**config.mk**
```make
export PLATFORM = sky130hd
export DESIGN_NAME = msq_ctrl
export DESIGN_NICKNAME = d
export VERILOG_FILES = /design/src/hdl/msq_pkg.sv /design/src/hdl/msq_ctrl.sv /design/src/hdl/msq_score_fifo.sv /design/src/hdl/msq_serial_rx.sv
export SDC_FILE = /design/constraint.sdc
export NUM_CORES = 2
export LEC_CHECK = 0
export ABC_AREA = 1
export BUFFER_PORTS_ARGS = -buffer_cell sky130_fd_sc_hd__buf_2
export CAP_MARGIN = 20
export CELL_PAD_IN_SITES_DETAIL_PLACEMENT = 1
export CELL_PAD_IN_SITES_GLOBAL_PLACEMENT = 2
export CORE_ASPECT_RATIO = 1.25
export CORE_MARGIN = 4
export CORE_UTILIZATION = 35
export DETAILED_ROUTE_END_ITERATION = 7
export GPL_TIMING_DRIVEN = 0
export PLACE_DENSITY_LB_ADDON = 0.25
export SYNTH_ARGS = -nofsm -noshare
export SYNTH_HDL_FRONTEND = slang
export SYNTH_SLANG_ARGS = --single-unit
```
**constraint.sdc**
```tcl
create_clock -name clk -period 40.2 [get_ports clk]
set_input_delay 10.05 -clock clk [delete_from_list [all_inputs] [get_ports clk]]
set_output_delay 10.05 -clock clk [all_outputs]
set_load 0.02 [all_outputs]
```
**src/hdl/msq_pkg.sv**
```systemverilog
package msq_pkg;
  // clock and tempo step timing
  localparam int CLK_HZ = 10_000_000;
  localparam int TEMPO_STEP_NS = 100_000;
  localparam int TEMPO_STEP_CYC = TEMPO_STEP_NS / (1_000_000_000 / CLK_HZ);
  // serial frame and word sizes
  localparam int IDX_W = 8;
  localparam int WORD_W = 16;
  localparam logic [4:0] FRAME_LAST_BIT = 5'h17;
  // score buffer
  localparam int FIFO_AW = 5;
  localparam int FIFO_DEPTH = 32;
  localparam logic [5:0] FIFO_FULL_LVL = 6'h20;
  // link word indices
  localparam logic [7:0] IDX_SCORE = 8'h00;
  localparam logic [7:0] IDX_TIMBRE_LO = 8'h10;
  localparam logic [7:0] IDX_TIMBRE_HI = 8'h2f;
  localparam logic [7:0] IDX_ALLOT = 8'h30;
  localparam logic [7:0] IDX_TEMPO = 8'h31;
  localparam logic [7:0] IDX_FM_CTRL = 8'h32;
  localparam logic [7:0] IDX_REQ_CTRL = 8'h34;
  localparam logic [7:0] IDX_POWER = 8'h38;
  // field positions within link words
  localparam int SEQUENCE_RUN_BIT = 0;
  localparam int SOFT_WIPE_BIT = 1;
  localparam int REQ_EN_BIT = 5;
  localparam int POWER_DOWN_BIT = 0;
  localparam int PITCH_POS = 10;
  localparam int CHAN_POS = 8;
  localparam int VIB_POS = 7;
  // voices and timbre words
  localparam int VOICES = 4;
  localparam int TIMBRE_WORDS = 32;
  // reset values
  localparam logic [7:0] TEMPO_RST = 8'h00;
  localparam logic [4:0] REQ_POINT_RST = 5'h00;
  localparam logic LINK_EN_RST = 1'b1;
  // bus offsets and answers
  localparam logic [11:0] OFS_STATUS = 12'h000;
  localparam logic [11:0] OFS_LINK_CTRL = 12'h004;
  localparam logic [11:0] OFS_WORD_COUNT = 12'h008;
  localparam logic [11:0] OFS_SEQ_VIEW = 12'h00c;
  localparam logic [11:0] OFS_TIMBRE = 12'h100;
  localparam logic [1:0] RESP_OKAY = 2'h0;
  localparam logic [1:0] RESP_SLVERR = 2'h2;
  // sequencer states and decoded bus targets
  typedef enum logic [1:0] {SEQ_IDLE, SEQ_FETCH, SEQ_HOLD} msq_seq_t;
  typedef enum logic [2:0] {REG_NONE, REG_STATUS, REG_LINK, REG_COUNT, REG_VIEW, REG_TIMBRE} msq_reg_t;
endpackage

```
**src/hdl/msq_ctrl.sv**
```systemverilog
// Our own choices: the AXI4-Lite slave port and the register offsets.
`timescale 1ns/1ps
// What this block and its host must do
// [RULE1] deserialise words, route payload by index
// [RULE2] score entries wait in 32-word buffer
// [RULE3] request when level at or below threshold
// [RULE4] start command begins fetching entries in order
// [RULE5] each processed entry leaves the buffer
// [RULE6] eight timbres stored at indices 10h-2Fh
// [RULE7] hardware reset clears timbre storage
// [RULE8] soft wipe keeps timbre storage
// [RULE9] power-down keeps timbre storage
// [RULE10] four voices, each with own timbre
// [RULE11] accept run, stop and tempo settings
// [RULE12] host powers up, loads timbres, score, starts
// [RULE13] host refills before buffer runs empty
// [RULE14] host loads timbres before sound starts
// [RULE15] words arrive on data, bit clock, strobe
// [RULE16] index 00h appends one score entry
// [RULE17] unused bits zero, ones are ignored
// [RULE18] host never touches reserved or test indices
// [RULE19] frame: index then 16 bits, msb first
// [RULE20] request low while at or below threshold
module msq_ctrl #(
  parameter int TEMPO_STEP_CYCLES = msq_pkg::TEMPO_STEP_CYC
) (
  // clock and reset
  input logic clk,
  input logic rst,
  // serial control link pins
  input logic serialFrameSync,
  input logic serialBitClk,
  input logic serial_word_in,
  // refill request to the host, active low
  output logic refillReqN,
  // voice control towards the synthesizer
  output logic [msq_pkg::VOICES-1:0] voiceKeyOn,
  output logic [msq_pkg::VOICES*6-1:0] voicePitch,
  output logic [msq_pkg::VOICES-1:0] voiceVibrato,
  output logic [msq_pkg::VOICES*3-1:0] voiceTimbre,
  output logic powerDown,
  // axi4-lite write channels
  input logic [11:0] awaddr,
  input logic awvalid,
  output logic awready,
  input logic [31:0] wdata,
  input logic [3:0] wstrb,
  input logic wvalid,
  output logic wready,
  output logic [1:0] bresp,
  output logic bvalid,
  input logic bready,
  // axi4-lite read channels
  input logic [11:0] araddr,
  input logic arvalid,
  output logic arready,
  output logic [31:0] rdata,
  output logic [1:0] rresp,
  output logic rvalid,
  input logic rready
);
  import msq_pkg::*;

  typedef struct packed {
    logic [TIMBRE_WORDS-1:0][WORD_W-1:0] timbre;
    logic [11:0] allot;
    logic [7:0] tempo;
    logic run;
    logic pd;
    logic reqEn;
    logic [4:0] reqPoint;
    logic linkEn;
    logic [15:0] wordCount;
    msq_seq_t seqState;
    logic [31:0] holdCnt;
    logic [VOICES-1:0] keyOn;
    logic [VOICES*6-1:0] pitch;
    logic [VOICES-1:0] vib;
    logic reqN;
    logic awHave;
    logic [11:0] awAddr;
    logic wHave;
    logic [31:0] wData;
    logic [3:0] wStrb;
    logic awReady;
    logic wReady;
    logic bValid;
    logic [1:0] bResp;
    logic arReady;
    logic rValid;
    logic [31:0] rData;
    logic [1:0] rResp;
  } msq_state_t;

  msq_state_t s_reg;
  msq_state_t s_next;

  // link receiver outputs
  logic rxValid;
  logic [IDX_W-1:0] rxIndex;
  logic [WORD_W-1:0] rxData;
  // score buffer wires
  logic fifoPush;
  logic fifoPop;
  logic fifoEmpty;
  logic fifoFull;
  logic [WORD_W-1:0] fifoHead;
  logic [FIFO_AW:0] fifoLevel;
  // decoded link actions
  logic linkWord;
  logic timbreWr;
  logic [4:0] timbreSlot;
  logic softWipe;
  logic seqHalt;
  logic reqCond;
  // bus helpers
  logic awFire;
  logic wFire;
  logic arFire;
  logic [11:0] wrAddr;
  logic [31:0] wrData;
  logic [3:0] wrStrb;
  msq_reg_t wrTarget;
  msq_reg_t rdTarget;

  // maps a byte address to the register it selects; shared by both bus paths
  function automatic msq_reg_t regOf(input logic [11:0] addr);
    if (addr == OFS_STATUS) begin
      return REG_STATUS;
    end else if (addr == OFS_LINK_CTRL) begin
      return REG_LINK;
    end else if (addr == OFS_WORD_COUNT) begin
      return REG_COUNT;
    end else if (addr == OFS_SEQ_VIEW) begin
      return REG_VIEW;
    end else if (addr[11:7] == OFS_TIMBRE[11:7] && addr[1:0] == 2'h0) begin
      return REG_TIMBRE;
    end else begin
      return REG_NONE;
    end
  endfunction

  msq_serial_rx u_rx (
    .clk(clk),
    .rst(rst),
    .frameSyncPin(serialFrameSync),
    .bitClkPin(serialBitClk),
    .dataPin(serial_word_in),
    .wordValid(rxValid),
    .wordIndex(rxIndex),
    .wordData(rxData)
  );

  msq_score_fifo u_fifo (
    .clk(clk),
    .rst(rst),
    .clear(softWipe),
    .push(fifoPush),
    .pushData(rxData),
    .pop(fifoPop),
    .headData(fifoHead),
    .level(fifoLevel),
    .empty(fifoEmpty),
    .full(fifoFull)
  );

  // link word decode; words are dropped while software holds the link off
  assign linkWord = rxValid && s_reg.linkEn;
  assign fifoPush = linkWord && (rxIndex == IDX_SCORE); // RULE16
  assign timbreWr = linkWord && (rxIndex >= IDX_TIMBRE_LO) && (rxIndex <= IDX_TIMBRE_HI); // RULE6
  assign timbreSlot = 5'(rxIndex - IDX_TIMBRE_LO);
  assign softWipe = linkWord && (rxIndex == IDX_FM_CTRL) && rxData[SOFT_WIPE_BIT]; // RULE8
  // a wipe in flight halts at once so no stale entry gets fetched
  assign seqHalt = !s_reg.run || s_reg.pd || softWipe;
  assign fifoPop = (s_reg.seqState == SEQ_FETCH) && !seqHalt; // RULE5
  assign reqCond = s_reg.reqEn && (fifoLevel <= {1'b0, s_reg.reqPoint}); // RULE3

  // bus handshakes and the write that results from them
  assign awFire = awvalid && s_reg.awReady;
  assign wFire = wvalid && s_reg.wReady;
  assign arFire = arvalid && s_reg.arReady;
  assign wrAddr = s_reg.awHave ? s_reg.awAddr : awaddr;
  assign wrData = s_reg.wHave ? s_reg.wData : wdata;
  assign wrStrb = s_reg.wHave ? s_reg.wStrb : wstrb;
  assign wrTarget = regOf(wrAddr);
  assign rdTarget = regOf(araddr);

  // one process computes every next value of the block
  always_comb begin
    s_next = s_reg;
    // route each received word by its index
    if (linkWord) begin // RULE1
      s_next.wordCount = s_reg.wordCount + 16'h0001;
      if (timbreWr) begin
        s_next.timbre[timbreSlot] = rxData; // RULE6
      end else if (rxIndex == IDX_ALLOT) begin
        s_next.allot = {rxData[14:12], rxData[10:8], rxData[6:4], rxData[2:0]}; // RULE17
      end else if (rxIndex == IDX_TEMPO) begin
        s_next.tempo = rxData[7:0]; // RULE11
      end else if (rxIndex == IDX_FM_CTRL) begin
        s_next.run = rxData[SEQUENCE_RUN_BIT] && !rxData[SOFT_WIPE_BIT]; // RULE11
      end else if (rxIndex == IDX_REQ_CTRL) begin
        s_next.reqEn = rxData[REQ_EN_BIT];
        s_next.reqPoint = rxData[4:0];
      end else if (rxIndex == IDX_POWER) begin
        s_next.pd = rxData[POWER_DOWN_BIT]; // RULE9
      end
      // other indices, reserved and test space included, are ignored // RULE18
    end

    // sequencer: silence on stop, wipe or power-down, else walk the buffer
    if (seqHalt) begin
      s_next.seqState = SEQ_IDLE;
      s_next.keyOn = '0; // RULE11
      s_next.holdCnt = '0;
    end else begin
      case (s_reg.seqState)
        SEQ_IDLE: begin
          if (!fifoEmpty) begin
            s_next.seqState = SEQ_FETCH; // RULE4
          end
        end
        SEQ_FETCH: begin
          // head entry goes to the voice named by its channel field
          if (fifoHead[15:14] == 2'h0) begin
            s_next.keyOn[fifoHead[CHAN_POS +: 2]] = 1'b0; // rest entry
          end else begin
            s_next.keyOn[fifoHead[CHAN_POS +: 2]] = 1'b1; // RULE10
            s_next.pitch[6 * fifoHead[CHAN_POS +: 2] +: 6] = fifoHead[PITCH_POS +: 6];
            s_next.vib[fifoHead[CHAN_POS +: 2]] = fifoHead[VIB_POS];
          end
          s_next.holdCnt = 32'((32'(s_reg.tempo) + 32'h1) * TEMPO_STEP_CYCLES - 32'h1);
          s_next.seqState = SEQ_HOLD;
        end
        SEQ_HOLD: begin
          if (s_reg.holdCnt != 32'h0) begin
            s_next.holdCnt = s_reg.holdCnt - 32'h1;
          end else if (!fifoEmpty) begin
            s_next.seqState = SEQ_FETCH; // RULE4
          end else begin
            s_next.seqState = SEQ_IDLE; // underrun: last notes keep sounding
          end
        end
        default: begin
          s_next.seqState = SEQ_IDLE;
        end
      endcase
    end

    // refill request follows the buffer level, one cycle late
    s_next.reqN = !reqCond; // RULE20

    // bus write: address and data taken in either order
    if (awFire) begin
      s_next.awHave = 1'b1;
      s_next.awAddr = awaddr;
    end
    if (wFire) begin
      s_next.wHave = 1'b1;
      s_next.wData = wdata;
      s_next.wStrb = wstrb;
    end
    if ((s_reg.awHave || awFire) && (s_reg.wHave || wFire)) begin
      s_next.awHave = 1'b0;
      s_next.wHave = 1'b0;
      s_next.bValid = 1'b1;
      s_next.bResp = (wrTarget == REG_NONE) ? RESP_SLVERR : RESP_OKAY;
      if (wrTarget == REG_LINK && wrStrb[0]) begin
        s_next.linkEn = wrData[0];
      end
    end else if (s_reg.bValid && bready) begin
      s_next.bValid = 1'b0;
    end
    // only one write is ever under way
    s_next.awReady = !s_next.awHave && !s_next.bValid;
    s_next.wReady = !s_next.wHave && !s_next.bValid;

    // bus read: answer in the cycle after the address is taken
    if (arFire) begin
      s_next.rValid = 1'b1;
      s_next.rResp = RESP_OKAY;
      s_next.rData = 32'h0;
      if (rdTarget == REG_STATUS) begin
        s_next.rData = {21'h0, !s_reg.reqN, s_reg.pd, s_reg.run, s_reg.seqState != SEQ_IDLE, 1'b0, fifoLevel};
      end else if (rdTarget == REG_LINK) begin
        s_next.rData = {31'h0, s_reg.linkEn};
      end else if (rdTarget == REG_COUNT) begin
        s_next.rData = {16'h0, s_reg.wordCount};
      end else if (rdTarget == REG_VIEW) begin
        s_next.rData = {s_reg.allot, s_reg.reqEn, s_reg.reqPoint, s_reg.run, s_reg.tempo, 5'h0};
      end else if (rdTarget == REG_TIMBRE) begin
        s_next.rData = {16'h0, s_reg.timbre[araddr[6:2]]};
      end else begin
        s_next.rResp = RESP_SLVERR;
      end
    end else if (s_reg.rValid && rready) begin
      s_next.rValid = 1'b0;
    end
    s_next.arReady = !s_next.rValid;
  end

  // timbre storage is cleared here and nowhere else
  always_ff @(posedge clk or posedge rst) begin
    if (rst) begin
      s_reg <= '0; // RULE7
      s_reg.tempo <= TEMPO_RST;
      s_reg.reqPoint <= REQ_POINT_RST;
      s_reg.linkEn <= LINK_EN_RST;
      s_reg.reqN <= 1'b1;
      s_reg.awReady <= 1'b1;
      s_reg.wReady <= 1'b1;
      s_reg.arReady <= 1'b1;
    end else begin
      s_reg <= s_next;
    end
  end

  // every output comes straight from the state flops
  assign refillReqN = s_reg.reqN;
  assign voiceKeyOn = s_reg.keyOn;
  assign voicePitch = s_reg.pitch;
  assign voiceVibrato = s_reg.vib;
  assign voiceTimbre = s_reg.allot; // RULE10
  assign powerDown = s_reg.pd;
  assign awready = s_reg.awReady;
  assign wready = s_reg.wReady;
  assign bresp = s_reg.bResp;
  assign bvalid = s_reg.bValid;
  assign arready = s_reg.arReady;
  assign rdata = s_reg.rData;
  assign rresp = s_reg.rResp;
  assign rvalid = s_reg.rValid;
endmodule // msq_ctrl

```
**src/hdl/msq_score_fifo.sv**
```systemverilog
`timescale 1ns/1ps
module msq_score_fifo (
  // clock and reset
  input logic clk,
  input logic rst,
  input logic clear,
  // fill side
  input logic push,
  input logic [msq_pkg::WORD_W-1:0] pushData,
  // drain side
  input logic pop,
  output logic [msq_pkg::WORD_W-1:0] headData,
  // fill state
  output logic [msq_pkg::FIFO_AW:0] level,
  output logic empty,
  output logic full
);
  import msq_pkg::*;

  typedef struct packed {
    logic [FIFO_DEPTH-1:0][WORD_W-1:0] mem;
    logic [FIFO_AW-1:0] wrPtr;
    logic [FIFO_AW-1:0] rdPtr;
    logic [FIFO_AW:0] level;
  } msq_fifo_t;

  msq_fifo_t s_reg;
  msq_fifo_t s_next;
  logic doPush;
  logic doPop;

  // a push into a full buffer is dropped; the refill request exists to avoid it
  always_comb begin
    s_next = s_reg;
    doPush = push && (s_reg.level != FIFO_FULL_LVL);
    doPop = pop && (s_reg.level != 6'h00);
    if (clear) begin
      s_next.wrPtr = '0;
      s_next.rdPtr = '0;
      s_next.level = '0;
    end else begin
      if (doPush) begin
        s_next.mem[s_reg.wrPtr] = pushData; // RULE2
        s_next.wrPtr = s_reg.wrPtr + 5'h01;
      end
      if (doPop) begin
        s_next.rdPtr = s_reg.rdPtr + 5'h01; // RULE5
      end
      if (doPush && !doPop) begin
        s_next.level = s_reg.level + 6'h01;
      end else if (doPop && !doPush) begin
        s_next.level = s_reg.level - 6'h01;
      end
    end
  end

  always_ff @(posedge clk or posedge rst) begin
    if (rst) begin
      s_reg <= '0;
    end else begin
      s_reg <= s_next;
    end
  end

  assign headData = s_reg.mem[s_reg.rdPtr];
  assign level = s_reg.level;
  assign empty = (s_reg.level == 6'h00);
  assign full = (s_reg.level == FIFO_FULL_LVL);
endmodule // msq_score_fifo

```
**src/hdl/msq_serial_rx.sv**
```systemverilog
`timescale 1ns/1ps
module msq_serial_rx (
  // clock and reset
  input logic clk,
  input logic rst,
  // link pins, asynchronous to clk
  input logic frameSyncPin,
  input logic bitClkPin,
  input logic dataPin,
  // received word
  output logic wordValid,
  output logic [msq_pkg::IDX_W-1:0] wordIndex,
  output logic [msq_pkg::WORD_W-1:0] wordData
);
  import msq_pkg::*;

  typedef struct packed {
    logic [2:0] pinMeta;
    logic [2:0] pinSync;
    logic clkPrev;
    logic [22:0] shift;
    logic [4:0] bitCnt;
    logic valid;
    logic [IDX_W-1:0] idx;
    logic [WORD_W-1:0] data;
  } msq_rx_t;

  msq_rx_t s_reg;
  msq_rx_t s_next;

  // pins pass two flops; edges are found on the second stage only
  always_comb begin
    s_next = s_reg;
    s_next.pinMeta = {frameSyncPin, bitClkPin, dataPin};
    s_next.pinSync = s_reg.pinMeta;
    s_next.clkPrev = s_reg.pinSync[1];
    s_next.valid = 1'b0;
    if (!s_reg.pinSync[2]) begin
      s_next.bitCnt = 5'h00; // a dropped frame strobe discards a partial word
    end else if (s_reg.pinSync[1] && !s_reg.clkPrev) begin // RULE15
      if (s_reg.bitCnt == FRAME_LAST_BIT) begin
        s_next.valid = 1'b1; // RULE19
        {s_next.idx, s_next.data} = {s_reg.shift, s_reg.pinSync[0]};
        s_next.bitCnt = 5'h00;
      end else begin
        s_next.shift = {s_reg.shift[21:0], s_reg.pinSync[0]}; // msb first
        s_next.bitCnt = s_reg.bitCnt + 5'h01;
      end
    end
  end

  always_ff @(posedge clk or posedge rst) begin
    if (rst) begin
      s_reg <= '0;
    end else begin
      s_reg <= s_next;
    end
  end

  assign wordValid = s_reg.valid;
  assign wordIndex = s_reg.idx;
  assign wordData = s_reg.data;
endmodule // msq_serial_rx

```
==> summary.md <==
| Metric | Value |
|---|---|
| CTS Sinks | 1043 |
| Place WS | 26.58 ns |
| Nets@finish | 6747 |
| Synth cell types | 66 |
| Worst-Margin Slew | about 1.3 ns |
| Number of synthesized flops with an enable pin | 0 |
| Most common cell after layout, fill and taps aside | nand2_1 |
| Post-synth top area cell | dfrtp_1 |
| Setup Buffers After CTS | 0 |
| Power per cell area | about 41 mW/mm2 |
| TritonRoute pass-1 iters | 6 |
| Largest net degree at the start of global routing | 120 |
| Wirelength per Cell | roughly 28 um |
| First-pass GRT wire length | approximately 340000 um |
| Post-Place Cell Area | 0.0551 mm2 |
| Clk_skew | between 0.03 and 0.04 ns |
| Resized cells post-CTS | 0 |
| Fmax | ~77 MHz |
| Ratio of cells with drive above 1 in the final layout | between 10 and 15% |
| IO Count | 157 |
| Main area contributors after synthesis | dfrtp_1 50%, nand2_1 12%, o21ai_0 11%, nor2_1 4.8%, nand3_1 3.3% |
| FP Rows | 157 |
| Root buffer cell | clkbuf_16 |
| Run status | finished, final reports clean |
| Xor and xnor area share after synthesis | less than 1% |
| Die area | between 0.15 and 0.2 mm2 |
| Worst setup slack after layout | 27.20 ns |
| HPWL Detailed | ~170000 um |
| Final Non-Filler Cells | 8601 |
| Total grt overflow | 0 |
| Post-synthesis mux area share | 0.0583% |
| Port buffer count | between 100 and 150 |
| Critical Path RT | roughly 40 ns |
| CTS tree | done |
| #FFs+latches synth | between 1000 and 1500 |
| Vias/cell | 5.51 |
| Hold_sp | u_rx.s_next[54] |
| Final worst path period share | 32.3% |
| Dpl cells | ~8400 |
| Die Span Y | roughly 440 um |
| Final hold vios | 0 |
| DRT Wirelength | about 240000 um |
| Post-synthesis adder-cell area fraction | roughly 2.3% |
| # DRC | 0 |
| Main combinational cell family by area after synthesis | simple AND/OR/NAND/NOR gates |
| CP Capture Type | register |
| GRT met1 Usage | between 30% and 40% |
| Worst r2r dst | s_reg[155] |
| Drt first-iter violations | roughly 3700 |
| Syn Inst Count | around 6300 |
| Hold Path Sink | u_rx.s_reg[54] |
| Die W | 351 um |
| Clock Latency Late Sink | 0.76 ns |
| Slew margin rel. | approximately an eighth |
| Final min period | ~13 ns |
| H-tree lvl count | 3 |
| Worst EP arrival | around 14 ns |
| Startpoint types | input port |
| Final setup viols | 0 |
| Slowest stage delay, CP | 0.86 ns |
| Clk buf depth | 3 |
| Min-Delay Path Class | reg -> reg |
| GR Layer Usage met2 | 51.5% |
| Crit Path Class | in -> reg |
| Finished Cell Area | 0.0594 mm2 |
| Final slew viol count | 0 |
| Post-synth top flop | dfrtp_1 |
| Yosys warning count | 0 |
| Max Cap Viol | 0 |
| Core area | 0.146 mm2 |
| R2R depth | 23 |
| CP cell instances | buf_2, inv_2, clkbuf_1, buf_8, clkbuf_1, o21ai_0, nand3_1, o211ai_1, nand2_1, nand2_1, nand3_1, nand3_1, nand2_1, inv_1 |
| Ant. Diodes | 0 |
| Vias in the first global route | 48543 |
| Critical-path top delay cell | clkbuf_1 |
| DR vias | around 47000 |
| Ys async rst share | between 90% and 100% |
| Synth Cell Area | 0.0515 mm2 |
| Compound-Gate Fraction of Synth Area | 14.3% |
| Setup TNS | 0 ns |
| GRT Resource Usage Total | slightly above 30% |
| CTS Buf Count | between 100 and 150 |
| Grt met3 use | 3.73% |
| Final GP Congestion | around 0.97 |
| Initial antenna violation count | 16 |
| Global routing's busiest layer | met2 |
| Reg clk slew, reported paths | ~0.06 ns |
| Post-CTS Hold Buffers | 0 |
| Top cell type's share of synthesized area | 50.4% |
| Simple-gate portion of the synthesized area | ~24% |
| Syn-to-layout area delta | 15.3% |
| Hold depth | 0 |
| R2R setup slack | around 34 ns |
| Worst-path fanout max | 10 |
| Mean Syn Cell Area | just over 8 um2 |
| Initial core utilization | a little over a third |
| Post-DRT Antenna Nets | 0 |
| Most frequent cells in the layout | 1613 x nand2_1, 1116 x o21ai_0, 1038 x dfrtp_1 |
| Worst r2r src | s_reg[184] |
| Post-synthesis sequential area ratio | about half |
| RSZ-0062 raised after global routing | no |
| Max reg flops | between 500 and 600 |
| VDD IR max | 40.5 uV |
| Leakage | around 28 nW |
worst max-delay path, delay by kind of cell:
kind,cells,cell delay (ns)
AOI/OAI and AO/OA,2,0.62
buffers and inverters,6,1.87
and+or+nand+nor,6,1.06
where the power goes:
group | switching, W | internal [W] | total, W
combinational | 0.000123 | 0.0000424 | 0.000165
sequential | 0.0000103 | 0.00107 | 0.00108
clock | 0.000481 | 0.000727 | 0.00121
stage by stage:
stage	hold slack, ns	utilization, %	total power (W)
global placement	0.339	37.2	0.00125
global route	0.369	40.6	0.00252
finish	0.349	40.6	0.00245
detailed placement	0.337	37.7	0.00126
floorplan	0.331	-	0.00118
CTS	0.352	40.6	0.00247
how the worst max path moves through the flow:
stage,startpoint,slack (ns),endpoint
6_report,araddr[3],27.20,rdata[1]
3_3_place_gp,rst,-13.16,s_reg[145]
5_1_grt,araddr[3],27.34,rdata[1]
4_1_cts,araddr[3],27.39,rdata[1]
2_1_floorplan,rst,0.80,bresp[1]
3_5_place_dp,araddr[3],26.58,rdata[1]
layout make-up:
cell class,instances,area [um2]
Fill cell,17507,87000
Sequential cell,1043,26100
Multi-Input combinational cell,4427,21500
Clock buffer,168,3410
Buffer,488,2560
Tap cell,1908,2390
Inverter,368,1390
Timing Repair Buffer,151,1230
Clock inverter,48,846
kinds of logic after synthesis:
| kind of cell | after synthesis |
|---|---|
| flops | 1043 |
| buf+inv | 856 |
| fa+ha+maj | 84 |
| compound gates | 1387 |
| xor+xnor | 48 |
| mux | 3 |
| other cells | 1 |
| simple gates | 2903 |
layer usage:
metal / up-vias / routed length (um)
li1: 21145 / -
met5: - / 20
met4: 2 / 18000
met2: 1468 / 113000
met1: 24219 / 94400
met3: 566 / 12100
synthesized netlist by cell type (all sizes together) (4+ instances only):
master      n
clkinv      8
fa         21
o31ai       5
nand4      95
nand3     343
xnor2      12
xor2       36
inv       360
nor2      684
dfrtp    1038
o21ai    1159
o221ai      7
ha         63
nor4        4
or2        59
buf       208
nand3b     16
clkbuf    280
nand2    1664
nor3       33
dfstp       5
a21oi      97
a32o       17
o211ai     38
o22ai      28
o2111ai    18
Note: power is estimated with default switching activity, not from simulation.
